$ cat src/dos_consts.svh
// Constants for the delayed one-shot pulse timer
`ifndef DOS_CONSTS_SVH
`define DOS_CONSTS_SVH
// Mode register field positions and wait one-shot select code
`define DOS_MODE_SEL_HI 5
`define DOS_MODE_SEL_LO 4
`define DOS_MODE_WR_CTRL 6
`define DOS_MODE_STOP 7
`define DOS_MODE_WAIT_ONESHOT 2'h3
// Waveform control field positions
`define DOS_WAVE_EXT_PRI 2
`define DOS_WAVE_POL 5
`define DOS_WAVE_TRIG_EN 6
`define DOS_WAVE_TRIG_EDGE 7
// Start register field
`define DOS_START_BIT 0
// Interrupt fields
`define DOS_IRQ_TZ_BIT 1
`define DOS_EDGE_EXT_BIT 0
`define DOS_IEN_EXT_BIT 2
// Count source selector codes
`define DOS_SRC_DIV2 2'h0
`define DOS_SRC_DIV16 2'h1
`define DOS_SRC_TY 2'h2
// Reset values and divider last counts
`define DOS_LATCH_RST 8'hff
`define DOS_REG_RST 8'h00
`define DOS_DIV2_LAST 4'h1
`define DOS_DIV16_LAST 4'hf
`endif

$ cat src/dos_pkg.sv
// Types for the delayed one-shot pulse timer
package dos_pkg;
    // Timer state along the pulse sequence
    typedef enum logic [1:0] {
        DOS_FREE = 2'h0,
        DOS_ARMED = 2'h1,
        DOS_PRIMARY = 2'h3,
        DOS_SECONDARY = 2'h2
    } dos_state_t;
    // Settings committed together by a primary latch write
    typedef struct packed {
        logic [7:0] primary;
        logic [7:0] secondary;
        logic extend;
    } dos_set_t;
endpackage : dos_pkg

$ cat src/dos_tick_gen.sv
// Count source selector producing a half-tick and full-tick strobe
`timescale 1ns/1ps
`include "dos_consts.svh"
module dos_tick_gen (
    // Clock and reset
    input wire logic clk,
    input wire logic rst_b,
    // Selection and companion underflow
    input wire logic [1:0] src_sel,
    input wire logic ty_underflow,
    // Strobes
    output logic half_tick,
    output logic tick
);
    logic [3:0] div_ff;
    logic [3:0] nxt_div;
    logic [3:0] last;

    // =========================================
    // Divider next state
    always_comb begin
        last = (src_sel == `DOS_SRC_DIV16) ? `DOS_DIV16_LAST : `DOS_DIV2_LAST;
        nxt_div = (div_ff >= last) ? 4'h0 : div_ff + 4'h1;
        if (src_sel == `DOS_SRC_TY) begin
            // Companion underflow has no midpoint, so no half tick
            tick = ty_underflow;
            half_tick = 1'b0;
        end else begin
            tick = (div_ff == last);
            half_tick = (div_ff == (last >> 1));
        end
    end

    always_ff @(posedge clk) begin
        if (!rst_b) begin
            div_ff <= 4'h0;
        end else begin
            div_ff <= nxt_div;
        end
    end
endmodule : dos_tick_gen

$ cat src/dos_timer.sv
// Delayed one-shot pulse timer core
`timescale 1ns/1ps
`include "dos_consts.svh"
// Functional notes
// - Mode bits b5,b4 of mode register equal 11 selects delayed one-shot.
// - Count source is oscillator/2, oscillator/16 or timer Y underflow.
// - Every counter underflow raises the timer interrupt request flag.
// - Count-stop bit resets to zero, so timer runs after reset.
// - Clearing stop with latches loaded arms the timer to await a trigger.
// - Start bit write while armed counts primary, output stays idle.
// - Primary underflow reloads secondary and inverts the output together.
// - Next underflow restores idle, stops, and self-clears the start bit.
// - Polarity bit selects idle low/pulse high, or mirrored.
// - Trigger enable bit lets an external pin edge start the pulse.
// - Edge bit picks falling edge (zero) or rising edge (one).
// - Software start still works while pin trigger is selected.
// - Trigger edge raises pin interrupt when the enable bit is set and the edge select bit matches the edge bit.
// - Extension bit lengthens the pulse by half a divider period, or by a full period with the timer Y underflow source.
// - Primary latch write commits both latches and the extension bit for the next primary interval.
// - Secondary reads undefined; primary read shows count during secondary.
// - Primary and secondary latches are eight bits wide.
module dos_timer (
    // Clock and reset
    input wire logic clk,
    input wire logic rst_b,
    // Mode register write
    input wire logic mode_wr,
    input wire logic [7:0] mode_wdata,
    // Waveform control register write
    input wire logic wave_wr,
    input wire logic [7:0] wave_wdata,
    // Start register write
    input wire logic start_wr,
    input wire logic [7:0] start_wdata,
    // Latch writes
    input wire logic primary_wr,
    input wire logic secondary_wr,
    input wire logic [7:0] latch_wdata,
    // Interrupt configuration bits
    input wire logic [7:0] edge_select_reg,
    input wire logic [7:0] interrupt_enable_reg_1,
    // Count source
    input wire logic [1:0] src_sel,
    input wire logic ty_underflow,
    // External trigger pin
    input wire logic external_trigger_pin,
    // Status and data
    output logic [7:0] timer_yz_mode_reg,
    output logic [7:0] waveform_output_ctrl_reg,
    output logic [7:0] oneshot_start_reg,
    output logic [7:0] primary_read,
    output logic [7:0] secondary_read,
    output logic tz_irq_pulse,
    output logic ext_irq_pulse,
    output logic pulse_output_pin
);
    logic [7:0] mode_ff, nxt_mode;
    logic [7:0] wave_ff, nxt_wave;
    logic start_ff, nxt_start;
    dos_pkg::dos_set_t pend_ff, nxt_pend;
    dos_pkg::dos_set_t act_ff, nxt_act;
    logic commit_ff, nxt_commit;
    dos_pkg::dos_state_t state_ff, nxt_state;
    logic [7:0] cnt_ff, nxt_cnt;
    logic ext_pend_ff, nxt_ext_pend;
    logic out_ff, nxt_out;
    logic tzi_ff, nxt_tzi;
    logic exi_ff, nxt_exi;
    logic hold_ff, nxt_hold;
    logic [2:0] sync_ff;
    logic pin_ff, nxt_pin;
    logic half_tick, tick;
    logic mode_sel, stopped, pin_edge, trig, uf;

    // Count source selection
    dos_tick_gen u_tick (
        .clk(clk),
        .rst_b(rst_b),
        .src_sel(src_sel),
        .ty_underflow(ty_underflow),
        .half_tick(half_tick),
        .tick(tick)
    );

    // =========================================
    // Trigger pin synchroniser, three stages with agreement
    always_ff @(posedge clk) begin
        if (!rst_b) begin
            sync_ff <= 3'h7; // Idle-high line, so leaving reset makes no false edge
            pin_ff <= 1'b1;
        end else begin
            sync_ff <= {sync_ff[1:0], external_trigger_pin};
            pin_ff <= nxt_pin;
        end
    end

    // Filtered pin level changes only once stages two and three agree
    always_comb begin
        nxt_pin = (sync_ff[1] == sync_ff[2]) ? sync_ff[2] : pin_ff;
        pin_edge = wave_ff[`DOS_WAVE_TRIG_EDGE] ? (nxt_pin & ~pin_ff) : (~nxt_pin & pin_ff);
    end

    // =========================================
    // Control state
    always_comb begin
        mode_sel = (mode_ff[`DOS_MODE_SEL_HI:`DOS_MODE_SEL_LO] == `DOS_MODE_WAIT_ONESHOT);
        stopped = mode_ff[`DOS_MODE_STOP];
        // Extension ends the pulse at the half tick after the last full count; the companion
        // source has no half tick, so there the next full tick ends it instead
        uf = act_ff.extend ? (hold_ff && (half_tick || tick)) : ((cnt_ff == 8'h00) && tick);
        nxt_mode = mode_wr ? mode_wdata : mode_ff;
        nxt_wave = wave_wr ? wave_wdata : wave_ff;
        nxt_pend = pend_ff;
        nxt_commit = commit_ff;
        nxt_act = act_ff;
        if (secondary_wr) begin
            nxt_pend.secondary = latch_wdata;
        end
        if (wave_wr) begin
            nxt_pend.extend = wave_wdata[`DOS_WAVE_EXT_PRI];
        end
        if (primary_wr) begin
            nxt_pend.primary = latch_wdata;
            nxt_commit = 1'b1;
        end
        // Pin trigger counts only when enabled and no pulse is in flight
        nxt_ext_pend = ext_pend_ff;
        if (pin_edge && wave_ff[`DOS_WAVE_TRIG_EN] && state_ff == dos_pkg::DOS_ARMED) begin
            nxt_ext_pend = 1'b1;
        end
        nxt_start = start_ff;
        if (start_wr && start_wdata[`DOS_START_BIT]) begin
            nxt_start = 1'b1;
        end
        trig = nxt_start || nxt_ext_pend;
        nxt_state = state_ff;
        nxt_cnt = cnt_ff;
        nxt_out = out_ff;
        nxt_tzi = 1'b0;
        nxt_hold = hold_ff;
        unique case (state_ff)
            dos_pkg::DOS_FREE: begin
                // Wait mode arms instead of counting, so arming never raises a stray request
                if (mode_sel && !stopped) begin
                    nxt_state = dos_pkg::DOS_ARMED;
                end else if (tick && !stopped) begin
                    nxt_cnt = cnt_ff - 8'h01;
                    nxt_tzi = (cnt_ff == 8'h00);
                    if (cnt_ff == 8'h00) begin
                        nxt_cnt = act_ff.primary;
                    end
                end
                nxt_out = wave_ff[`DOS_WAVE_POL];
            end
            dos_pkg::DOS_ARMED: begin
                nxt_out = wave_ff[`DOS_WAVE_POL];
                if (!mode_sel || stopped) begin
                    nxt_state = dos_pkg::DOS_FREE;
                end else if (trig) begin
                    if (commit_ff) begin
                        nxt_act = pend_ff;
                        nxt_commit = primary_wr;
                        nxt_cnt = pend_ff.primary;
                    end else begin
                        nxt_cnt = act_ff.primary;
                    end
                    nxt_ext_pend = 1'b0;
                    nxt_state = dos_pkg::DOS_PRIMARY;
                end
            end
            dos_pkg::DOS_PRIMARY: begin
                if (tick) begin
                    nxt_cnt = cnt_ff - 8'h01;
                    if (cnt_ff == 8'h00) begin
                        nxt_cnt = act_ff.secondary;
                        nxt_out = ~wave_ff[`DOS_WAVE_POL];
                        nxt_tzi = 1'b1;
                        nxt_state = dos_pkg::DOS_SECONDARY;
                    end
                end
            end
            dos_pkg::DOS_SECONDARY: begin
                if (uf) begin
                    nxt_out = wave_ff[`DOS_WAVE_POL];
                    nxt_tzi = 1'b1;
                    nxt_start = 1'b0;
                    nxt_hold = 1'b0;
                    nxt_state = dos_pkg::DOS_ARMED;
                end else if (tick && cnt_ff == 8'h00) begin
                    // Only reached with extension: keep the level until the next half tick, or the next full tick on the companion source
                    nxt_hold = 1'b1;
                end else if (tick) begin
                    nxt_cnt = cnt_ff - 8'h01;
                end
            end
        endcase
        if (!mode_sel || stopped) begin
            nxt_start = 1'b0;
            nxt_ext_pend = 1'b0;
        end
        // Pin interrupt follows the selected edge when enabled
        nxt_exi = pin_edge && edge_select_reg[`DOS_EDGE_EXT_BIT] == wave_ff[`DOS_WAVE_TRIG_EDGE]
            && interrupt_enable_reg_1[`DOS_IEN_EXT_BIT];
    end

    always_ff @(posedge clk) begin
        if (!rst_b) begin
            mode_ff <= `DOS_REG_RST;
            wave_ff <= `DOS_REG_RST;
            start_ff <= 1'b0;
            pend_ff <= '{primary: `DOS_LATCH_RST, secondary: `DOS_LATCH_RST, extend: 1'b0};
            act_ff <= '{primary: `DOS_LATCH_RST, secondary: `DOS_LATCH_RST, extend: 1'b0};
            commit_ff <= 1'b0;
            state_ff <= dos_pkg::DOS_FREE;
            cnt_ff <= `DOS_LATCH_RST;
            ext_pend_ff <= 1'b0;
            out_ff <= 1'b0;
            tzi_ff <= 1'b0;
            exi_ff <= 1'b0;
            hold_ff <= 1'b0;
        end else begin
            mode_ff <= nxt_mode;
            wave_ff <= nxt_wave;
            start_ff <= nxt_start;
            pend_ff <= nxt_pend;
            act_ff <= nxt_act;
            commit_ff <= nxt_commit;
            state_ff <= nxt_state;
            cnt_ff <= nxt_cnt;
            ext_pend_ff <= nxt_ext_pend;
            out_ff <= nxt_out;
            tzi_ff <= nxt_tzi;
            exi_ff <= nxt_exi;
            hold_ff <= nxt_hold;
        end
    end

    // =========================================
    // Outputs straight from flip-flops, except the constant secondary read
    always_comb begin
        timer_yz_mode_reg = mode_ff;
        waveform_output_ctrl_reg = wave_ff;
        oneshot_start_reg = {7'h00, start_ff};
        primary_read = cnt_ff;
        secondary_read = `DOS_LATCH_RST;
        tz_irq_pulse = tzi_ff;
        ext_irq_pulse = exi_ff;
        pulse_output_pin = out_ff;
    end
endmodule : dos_timer

$ cat config.mk
export PLATFORM = sky130hd
export DESIGN_NAME = dos_timer
export DESIGN_NICKNAME = d
export VERILOG_FILES = /design/src/dos_pkg.sv /design/src/dos_tick_gen.sv /design/src/dos_timer.sv
export VERILOG_INCLUDE_DIRS = /design/src
export SDC_FILE = /design/constraint.sdc
export NUM_CORES = 1
export LEC_CHECK = 0
export ABC_AREA = 1
export BUFFER_PORTS_ARGS = -buffer_cell sky130_fd_sc_hd__buf_2
export CAP_MARGIN = 20
export CORE_ASPECT_RATIO = 0.8
export CORE_UTILIZATION = 28
export DETAILED_ROUTE_END_ITERATION = 7
export PLACE_DENSITY_LB_ADDON = 0.15
export SLEW_MARGIN = 40
export SYNTH_ARGS = -nofsm -noshare
export SYNTH_HDL_FRONTEND = slang
export SYNTH_SLANG_ARGS = --single-unit
export TNS_END_PERCENT = 5
$ cat constraint.sdc
create_clock -name clk -period 4.46 [get_ports clk]
set_clock_uncertainty 0.15 [all_clocks]
set_input_delay 0.892 -clock clk [delete_from_list [all_inputs] [get_ports clk]]
set_output_delay 0.892 -clock clk [all_outputs]
set_load 0.05 [all_outputs]
==> Word level (Yosys, flattened, before mapping) <==
Index checks and enable logic that the tools add are counted.
{ "totals": {"input_bits": 59, "elab_cells": 125, "register_bits": 75, "out_inout_bits": 43} }
{ "classes": {"n_reduce_logical": 25, "n_mux": 48, "n_bitwise": 7, "eq_ne": 22, "add_sub_neg": 2, "n_lt_le_gt_ge": 1} }
{ "op_table": {"columns": ["cell", "n"], "rows": [
  ["two-way mux 8 bit", 11],
  ["case mux 8 bit (4 select lines)", 1],
  ["two-way mux 1 bit", 26],
  ["!= test 2 bit, second input constant", 11],
  ["two-way mux 2 bit", 6],
  ["logical AND 1 bit", 9],
  ["equality test 2 bit, second input constant", 4],
  ["zero test 8 bit", 1],
  ["case mux 2 bit (4 select lines)", 1],
  ["AND reduction 8 bit", 1],
  ["subtractor 8 x 1 -> 8 bit, second input constant", 1],
  ["case mux 1 bit (3 select lines)", 2],
  ["OR reduction 2 bit", 3],
  ["inverter 1 bit", 5],
  ["AND reduction 5 bit", 1],
  ["adder 4 x 1 -> 4 bit, second input constant", 1],
  ["equality test 2 x 1 -> 1 bit, second input constant", 2],
  ["equality test 4 x 3 -> 1 bit", 1],
  ["equality test 4 bit", 1],
  [">= comparator 4 bit", 1],
  ["two-way mux 4 bit", 1],
  ["AND reduction 4 bit", 1],
  ["logical OR 1 bit", 3],
  ["!= test 3 x 2 -> 1 bit, second input constant", 1],
  ["7 further kinds", 10]
]} }

==> Longest topological paths before layout <==
Gate-level depths: netlist of the first run.
{ "depth": {"word_depth": 12, "depth_mapped": 14, "depth_no_buf": 14} }

==> Cells and area by module <==
A second synthesis of the first run with hierarchy kept.
{ "hier_totals": {"hier_cells": 538, "area_unflattened_um2": 3846.2} }
{ "modules_own_cells": {"columns": ["module", "cells_each", "area_each_um2", "n_inst", "seq_area_each_um2"], "rows": [
  ["dos_timer", 498, 3569.7, 1, 1401.3],
  ["dos_tick_gen", 40, 276.5, 1, 80.1]
]} }

==> Worst setup path after synthesis of the first run <==
Ideal clock, no wire load.
{ "synth_path": {"path_type": "in2reg", "startpoint": "input src_sel[1]", "endpoint": "register cnt_ff[3], in the netlist primary_read[3]", "path_slack_ns": 2.070, "setup_ns": 0.134, "required_time_ns": 4.176, "arrival_time_ns": 2.106, "n_path_buf": 0, "cell_stages": 14, "cell_sequence": "inv_1 nand2_1 ha_1 nand2_1 nor2_1 nand2_1 o21ai_2 nand2_2 nand2_2 nand2_4 inv_4 nor2_4 nand2_1 nand3_1"} }
{ "synth_between": {"elab_chain_cells": 9, "elab_cells_between_ends": 18, "cone_classes": "eq/ne: 9; mux: 4; reduce/logical: 5"} }
{ "synth_rtl": {"columns": ["element", "line", "rtl"], "rows": [
  ["start: declaration", "dos_timer.sv:43", "input wire logic [1:0] src_sel,"],
  ["equality test 2 x 1 -> 1 bit (no source line)", null, null],
  ["two-way mux 4 bit (no source line)", null, null],
  ["equality test 4 x 3 -> 1 bit or equality test 4 bit (tied branches)", "dos_tick_gen.sv:30, dos_tick_gen.sv:29", null],
  ["two-way mux 1 bit", "dos_tick_gen.sv:24", "if (src_sel == `DOS_SRC_TY) begin"],
  ["logical OR 1 bit", "dos_timer.sv:110", "uf = act_ff.extend ? (hold_ff && (half_tick || tick)) : ((cnt_ff == 8'h00) && tick);"],
  ["logical AND 1 bit", "dos_timer.sv:110", null],
  ["two-way mux 1 bit", "dos_timer.sv:110", null],
  ["!= test 2 bit (no source line)", null, null],
  ["AND reduction 8 bit (no source line) (*)", null, null],
  ["end signal: assignment", "dos_timer.sv:215", "cnt_ff <= `DOS_LATCH_RST;"],
  ["end signal: assignment", "dos_timer.sv:229", "cnt_ff <= nxt_cnt;"],
  ["end: declaration", "dos_timer.sv:64", "logic [7:0] cnt_ff, nxt_cnt;"]
]} }
Mark *: on every way between the ends. The rest lies on a longest branch, timed or not.
A chain may end at the register's enable or synchronous reset.

==> Final worst setup path of the first run <==
{ "layout_path": {"startpoint": "input src_sel[1]", "endpoint": "register cnt_ff[5], in the netlist primary_read[5]"} }
Same word-level chain as after synthesis.

==> reports/qor.txt, run 1 <==
fin cells - 776
Setup crit start kind - primary input
initial antenna violation count - 0
Crit path top cell by count - nand2_1
Max-slew headroom - 0.589
gp weighted congestion - 0.824
Root Buffer - clkbuf_16
commonest non-fill, non-tap cell in the layout - nand2_1
ys async rst share - 0
Netlist cell types - 42
RSZ-0062 raised after global routing - false
H-Tree Depth - 3
Routed WL - 9700 microns
1st-pass router iterations - 4
Max FO, Critical Path - 8
post-route ant nets - 0
peak supply drop - 0.260 mV
met2 wire length - 3730 microns
critical path capture point type - flip-flop
switching part of the total - 0.345
worst stage delay on the critical path - 0.32 ns
CTS tree - done
Slew @ Worst Pin - 0.617 ns
CP delay by family, top - simple AND/OR/NAND/NOR gates
Net Sw Power - 0.000686 W
core area - 0.0131 sq mm
Clock Latency Late Sink - 0.33 ns
row cnt - 37
synthesized cell area - 0.00379 sq mm
MaxCap Viol Count - 0
postcts setup bufs - 0
# IOs - 102
Seq/Total Area, Yosys - 0.391
WS Path Type - in -> reg
Avg Inst Size Synth - 7.04 sq um
Clock Sinks - 74
DR vias - 3407
sequential power share - 0.385
post-placement cell area - 0.00417 sq mm
LEAKAGE - 2.23 nW
Top FF cell, synth - dfxtp_1
status - completed
Clk pwr share - 0.372
Die H - 106 microns
layout cells sized above 1 - 0.191
M1 wire length - 5500 microns
biggest regs - act_ff x17, pend_ff x16
PwrDens - 443 mW/mm^2
Post-CTS Resized - 0
GRT Total Usage - 0.146
max reg flops - 17
Hold WC Path Type - reg -> reg
die area - 0.0140 sq mm
Nets - 660
worst path arrival time - 2.54 ns
DRT iter0 DRCs - 185
Initial Util - 0.291
dpl cells - 760
clock slew at reported path FFs - 0.06 ns
DRC - 0
vias per cell - 4.39
final hold viol count - 0
clock tree buffer depth - 2
GRT overflow - 0
global-route wire length before repair - 16100 microns
most frequent cells in the layout - nand2_1 (142), dfxtp_1 (74), buf_2 (65), inv_1 (51), nor2_1 (51)
critical-path cell list - buf_2 > inv_1 > nand2_1 > ha_1 > nand2_1 > o21ai_2 > nand2_1 > nand2_1 > nand2_1 > nand2_2 > nand2_4 > inv_4 > nor2_4 > nand2_1 > nand3_1
Yosys Warn Count - 0
Req. time, crit path - 4.58 ns
crit share post-route - 0.544
internal power - 0.00130 W
Logic pwr share - 0.243
die width - 132 microns
post-layout min period - 2.42 ns
Hold WS - 0.262 ns
CTS hold repair buffers - 0
routed len/inst - 12.5 microns
clock buffer count from CTS - 9
highest routed metal layer - met4
WL met3 - 338 microns
FMAX - 0.412 GHz
synthesized flop and latch total - 74
Setup TNS Final - 0 ns
Finish-stage setup viols - 0
Area Overhead vs Synth - 18.1%
Top reg by flops - act_ff
antenna cells - 0
number of flops mapped to enable cells by yosys - 0
vias in the first global route - 3107
Syn Inst Count - 539
HPWL after DPL - 7210 microns
largest net degree at the start of global routing - 60
Buf+Inv Stages, Crit Path - 3
Critical-path top delay cell - ha_1
IO Port Bufs - 65
final count of pins violating max slew - 0
post-route design area - 0.00448 sq mm
-- per-layer routing --
metal  vias up  global-route usage
met3         9              0.0367
met5         -                   0
met2        61               0.196
li1       1830                   -
met4         0              0.0482
met1      1507               0.219
-- path summary, 6_finish.rpt --
kind,slack [ns],from,cells past startpoint,end
worst max register to register,2.39,state_ff[0],7,act_ff[14]
worst min register to register,0.26,sync_ff[0],1,sync_ff[1]
worst min-delay path,0.26,sync_ff[0],1,sync_ff[1]
worst max-delay path,2.04,src_sel[1],15,primary_read[5]
-- synthesized netlist by cell type, types with 2 or more instances --
cell,number,area [sq um]
nor2_4,2,22.5
inv_2,5,18.8
buf_2,2,10.0
buf_4,17,128
dfxtp_1,74,1480
xor2_1,2,17.5
nor3_1,2,10.0
xnor2_1,3,26.3
o21ai_0,36,180
o21ai_2,2,17.5
o211ai_1,15,113
nand2_4,2,22.5
nor2_2,3,18.8
a21oi_2,2,17.5
nand2_1,142,533
or2_2,2,12.5
nand4_1,6,37.5
conb_1,2,7.51
clkbuf_1,10,37.5
inv_1,51,191
a21oi_1,26,130
clkinv_1,2,7.51
nand2_2,5,31.3
ha_1,5,62.6
nand3_2,4,40.0
nand3_1,46,230
nor2_1,52,195
o21ai_1,2,10.0
buf_6,4,45.0
-- logic make-up (layout without fill, tap and decap cells) --
family / after synthesis / in the layout / synth area share
other: 2 / 15 / 0.00198
adder cells (fa/ha/maj): 5 / 5 / 0.0165
AO/OA/AOI/OAI: 87 / 87 / 0.131
AND/OR/NAND/NOR: 274 / 274 / 0.331
buffers and inverters: 92 / 141 / 0.117
XOR/XNOR: 5 / 5 / 0.0115
flip-flops: 74 / 74 / 0.391
-- power groups by stage --
stage          combinational, W  clock, W  sequential (W)
6_report               0.000482  0.000740        0.000765
5_1_grt                0.000536  0.000798        0.000775
4_1_cts                0.000483  0.000769        0.000764
3_5_place_dp           0.000482         0        0.000779
3_3_place_gp           0.000476         0        0.000777
2_1_floorplan          0.000294         0        0.000858
-- through the flow --
stage                     power, W   util  setup slack, ns
final                      0.00199  0.343             2.04
after global routing       0.00211  0.343             1.89
after CTS                  0.00202  0.343             2.04
after detailed placement   0.00126  0.320             1.69
after global placement     0.00125  0.320             1.72
after floorplan            0.00115      -             2.07
-- layout make-up --
class / count / area, sq um
Tap cell: 175 / 219
Inverter: 59 / 224
Timing Repair Buffer: 66 / 333
Clock inverter: 5 / 62.6
Multi-Input combinational cell: 386 / 1920
Clock buffer: 11 / 243
Sequential cell: 74 / 1480
Fill cell: 1450 / 8570
Note: power is estimated with default switching activity, not from simulation.
==> inputs of run 2 (changes only) <==
==> constraint.sdc (replaced) <==
create_clock -name clk -period 2.37 [get_ports clk]
set_clock_uncertainty 0.15 [all_clocks]
set_input_delay 0.474 -clock clk [delete_from_list [all_inputs] [get_ports clk]]
set_output_delay 0.474 -clock clk [all_outputs]
set_load 0.05 [all_outputs]
==> reports/qor.txt, run 2 (synthesis gave the netlist of run 1 again) <==
routed len/inst - 12.6 microns
Finish-stage setup viols - 0
DRC - 0
Nets - 664
Post-CTS Resized - 0
post-route ant nets - 0
vias per cell - 4.44
Area Overhead vs Synth - 20.1%
HPWL after DPL - 7440 microns
clock tree buffer depth - 2
CP startpoint - primary_read[0]
CTS hold repair buffers - 0
PnR Total Power - 0.00390 W
Clock Latency Late Sink - 0.34 ns
RR Startpoint - primary_read[0]
IO Port Bufs - 65
core area - 0.0131 sq mm
LEAKAGE - 2.27 nW
final hold viol count - 0
clock buffer count from CTS - 9
# IOs - 102
peak supply drop - 0.354 mV
RSZ-0062 raised after global routing - false
biggest regs - act_ff x17, pend_ff x16
die width - 132 microns
post-placement cell area - 0.00422 sq mm
layout cells sized above 1 - 0.197
Routed WL - 9810 microns
WS Path Type - reg -> reg
final count of pins violating max slew - 0
initial antenna violation count - 0
largest net degree at the start of global routing - 32
Root Buffer - clkbuf_16
Req. time, crit path - 2.44 ns
PwrDens - 856 mW/mm^2
MaxCap Viol Count - 0
Top reg by flops - act_ff
routing usage on met3 - 0.0305
Hold WC Path Type - in -> reg
Clock Sinks - 74
critical path capture point type - flip-flop
die area - 0.0140 sq mm
Setup TNS Final - 0 ns
DRT iter0 DRCs - 182
Initial Util - 0.291
GRT overflow - 0
gp weighted congestion - 0.863
postcts setup bufs - 0
FMAX - 0.499 GHz
Setup crit start kind - flip-flop
fin cells - 780
1st-pass router iterations - 5
post-layout min period - 2.00 ns
Die H - 106 microns
GRT Total Usage - 0.147
max reg flops - 17
worst path arrival time - 2.07 ns
global-route wire length before repair - 16300 microns
commonest non-fill, non-tap cell in the layout - nand2_1
clock slew at reported path FFs - 0.06 ns
Max FO, Critical Path - 9
antenna cells - 0
vias in the first global route - 3173
HP Start - external_trigger_pin
most frequent cells in the layout - nand2_1 (142), dfxtp_1 (74), buf_2 (65), nor2_1 (52), inv_1 (51)
post-route design area - 0.00455 sq mm
H-Tree Depth - 3
DR vias - 3463
met1 Use GR - 0.222
CTS tree - done
row cnt - 37
status - completed
dpl cells - 764
crit share post-route - 0.846
met2 Use GR - 0.203
GRT busiest layer - met1
==> run 2: cell types whose count changed in the layout (fill, tap and decap cells not counted), sizes merged <==
cell,change
bufinv,+1
clkinvlp,-1
buf,+4
==> run 2: where the power goes <==
part	total, W	leakage, nW	switching, W	internal (W)
Combinational	0.000930	1.50	0.000657	0.000273
Sequential	0.00143	0.609	0.0000971	0.00134
Clock	0.00153	0.162	0.000549	0.000985
Total	0.00390	2.27	0.00130	0.00259
==> run 2: metal layers <==
| metal | part of all wire | routed length (microns) | vias to the layer above |
|---|---|---|---|
| li1 | - | - | 1830 |
| met5 | 0 | 0 | - |
| met4 | 0.0094 | 92 | 0 |
| met1 | 0.55 | 5400 | 1547 |
| met2 | 0.40 | 3890 | 80 |
| met3 | 0.043 | 419 | 6 |
==> run 2: final timing paths <==
kind                                        end  slack [ns]  cells after the start
worst max-delay path            primary_read[1]        0.37                     11
worst max register to register  primary_read[1]        0.37                     11
worst min-delay path                 sync_ff[0]        0.17                      2
worst min register to register       sync_ff[1]        0.27                      1
==> run 2: layout make-up <==
| class | count | area [sq um] |
|---|---|---|
| multi-input combinational | 386 | 1920 |
| tap | 175 | 219 |
| clock inverter | 5 | 85.1 |
| fill | 1442 | 8500 |
| timing repair buffer | 70 | 375 |
| clock buffer | 11 | 253 |
| sequential | 74 | 1480 |
| inverter | 59 | 224 |
==> run 2: through the flow <==
| stage | util | hold WS (ns) | setup WS [ns] |
|---|---|---|---|
| final | 0.349 | 0.172 | 0.366 |
| after detailed placement | 0.323 | 0.249 | 0.0658 |
| after global placement | 0.323 | 0.249 | 0.0944 |
| after floorplan | - | 0.243 | 0.260 |
| after global routing | 0.349 | 0.163 | 0.121 |
| after CTS | 0.349 | 0.155 | 0.377 |
==> run 2: critical path, stage by stage, from the launching register on <==
cell	delay [ns]
dfxtp_1	0.34
inv_1	0.13
ha_1	0.25
nand2_1	0.14
inv_1	0.09
nand2_2	0.13
inv_2	0.16
nor2_1	0.07
o21ai_0	0.14
nand3_1	0.13
nand2_1	0.09
nand3_1	0.06
==> inputs of run 3 (changes only) <==
==> constraint.sdc (replaced) <==
create_clock -name clk -period 1.93 [get_ports clk]
set_clock_uncertainty 0.15 [all_clocks]
set_input_delay 0.386 -clock clk [delete_from_list [all_inputs] [get_ports clk]]
set_output_delay 0.386 -clock clk [all_outputs]
set_load 0.05 [all_outputs]
==> reports/qor.txt, run 3 (synthesis gave the netlist of run 1 again) <==
status - completed
peak supply drop - 0.372 mV
row cnt - 37
antenna cells - 0
clock slew at reported path FFs - 0.06 ns
core area - 0.0131 sq mm
Setup crit start kind - primary input
critical path capture point type - flip-flop
Max FO, Critical Path - 8
layout cells sized above 1 - 0.232
fin cells - 787
Net Sw Power - 0.00159 W
clock tree buffer depth - 2
biggest regs - act_ff x17, pend_ff x16
commonest non-fill, non-tap cell in the layout - nand2_1
worst path arrival time - 1.85 ns
Hold WS - 0.0884 ns
post-layout min period - 1.80 ns
Finish-stage setup viols - 0
H-Tree Depth - 3
max reg flops - 17
crit share post-route - 0.934
die width - 132 microns
internal power - 0.00341 W
Clk pwr share - 0.406
MaxCap Viol Count - 0
LEAKAGE - 2.34 nW
PwrDens - 1060 mW/mm^2
HPWL after DPL - 7430 microns
Nets - 673
routed len/inst - 12.5 microns
most frequent cells in the layout - nand2_1 (139), dfxtp_1 (69), buf_2 (65), inv_1 (51), nor2_1 (50)
vias in the first global route - 3143
Die H - 106 microns
1st-pass router iterations - 5
initial antenna violation count - 0
PnR Total Power - 0.00500 W
largest net degree at the start of global routing - 31
DRC - 0
Area Overhead vs Synth - 24.4%
WS Path Type - in -> reg
dpl cells - 773
vias per cell - 4.48
CTS tree - done
global-route wire length before repair - 16100 microns
Top reg by flops - act_ff
final count of pins violating max slew - 0
gp weighted congestion - 0.890
DRT iter0 DRCs - 157
final hold viol count - 0
Clock Sinks - 74
post-route ant nets - 0
FMAX - 0.555 GHz
Clock Latency Late Sink - 0.34 ns
Initial Util - 0.291
die area - 0.0140 sq mm
Req. time, crit path - 1.98 ns
GRT Total Usage - 0.146
postcts setup bufs - 0
GRT overflow - 0
Hold WC Path Type - in -> reg
DR vias - 3528
clock buffer count from CTS - 9
Root Buffer - clkbuf_16
Logic pwr share - 0.242
IO Port Bufs - 65
sequential power share - 0.353
Routed WL - 9820 microns
switching part of the total - 0.318
# IOs - 102
-- run 3: final cells by class --
class | instances | area (sq um)
Sequential cell | 74 | 1490
Clock buffer | 9 | 225
Tap cell | 175 | 219
Clock inverter | 5 | 129
Timing Repair Buffer | 79 | 430
Fill cell | 1434 | 8340
Inverter | 59 | 228
Multi-Input combinational cell | 386 | 2000
-- run 3: final timing paths --
| kind | endpoint | cells past startpoint | start | slack (ns) |
|---|---|---|---|---|
| setup / recovery | primary_read[6] | 15 | src_sel[1] | 0.13 |
| hold / removal | sync_ff[0] | 2 | external_trigger_pin | 0.09 |
| setup reg to reg | primary_read[6] | 12 | u_tick.div_ff[3] | 0.15 |
| hold reg to reg | sync_ff[1] | 1 | sync_ff[0] | 0.27 |
-- run 3: power groups by stage --
stage	clock network [W]	registers (W)	logic [W]
2_1_floorplan	0	0.00199	0.000678
3_3_place_gp	0	0.00179	0.00116
3_5_place_dp	0	0.00179	0.00117
4_1_cts	0.00208	0.00176	0.00118
5_1_grt	0.00214	0.00178	0.00134
6_report	0.00203	0.00176	0.00121
-- run 3: through the flow --
stage / area, sq um / setup WS (ns) / utilization / TNS, ns
5_1_grt: 4720 / -0.00792 / 0.361 / -0.00792
2_1_floorplan: 3840 / 0.0306 / - / 0
6_report: 4720 / 0.128 / 0.361 / 0
3_3_place_gp: 4270 / -0.232 / 0.327 / -2.63
4_1_cts: 4630 / 0.0192 / 0.355 / 0
3_5_place_dp: 4270 / -0.269 / 0.327 / -3.33
-- run 3: metal layers --
layer  vias up  track usage  wire length (microns)
li1       1854            -                      -
met1      1574        0.219                   5300
met2        93        0.198                   3900
met3         7       0.0358                    523
met4         0       0.0473                     99
met5         -            0                      0
-- run 3: repair_timing --
item,CTS,global route
gates resized for setup,0,19
endpoints found under the setup margin,0,15
hold buffers,0,0
-- run 3: worst max-delay path: stages --
cell,delay (ns)
buf_2,0.10
inv_1,0.10
nand2_4,0.09
ha_4,0.28
nand2_1,0.09
nor2_1,0.11
nand2_1,0.06
o21ai_2,0.10
nand2_2,0.11
nand2_2,0.10
nand2_4,0.07
inv_4,0.07
nor2_4,0.05
nand2_1,0.07
nand3_1,0.07
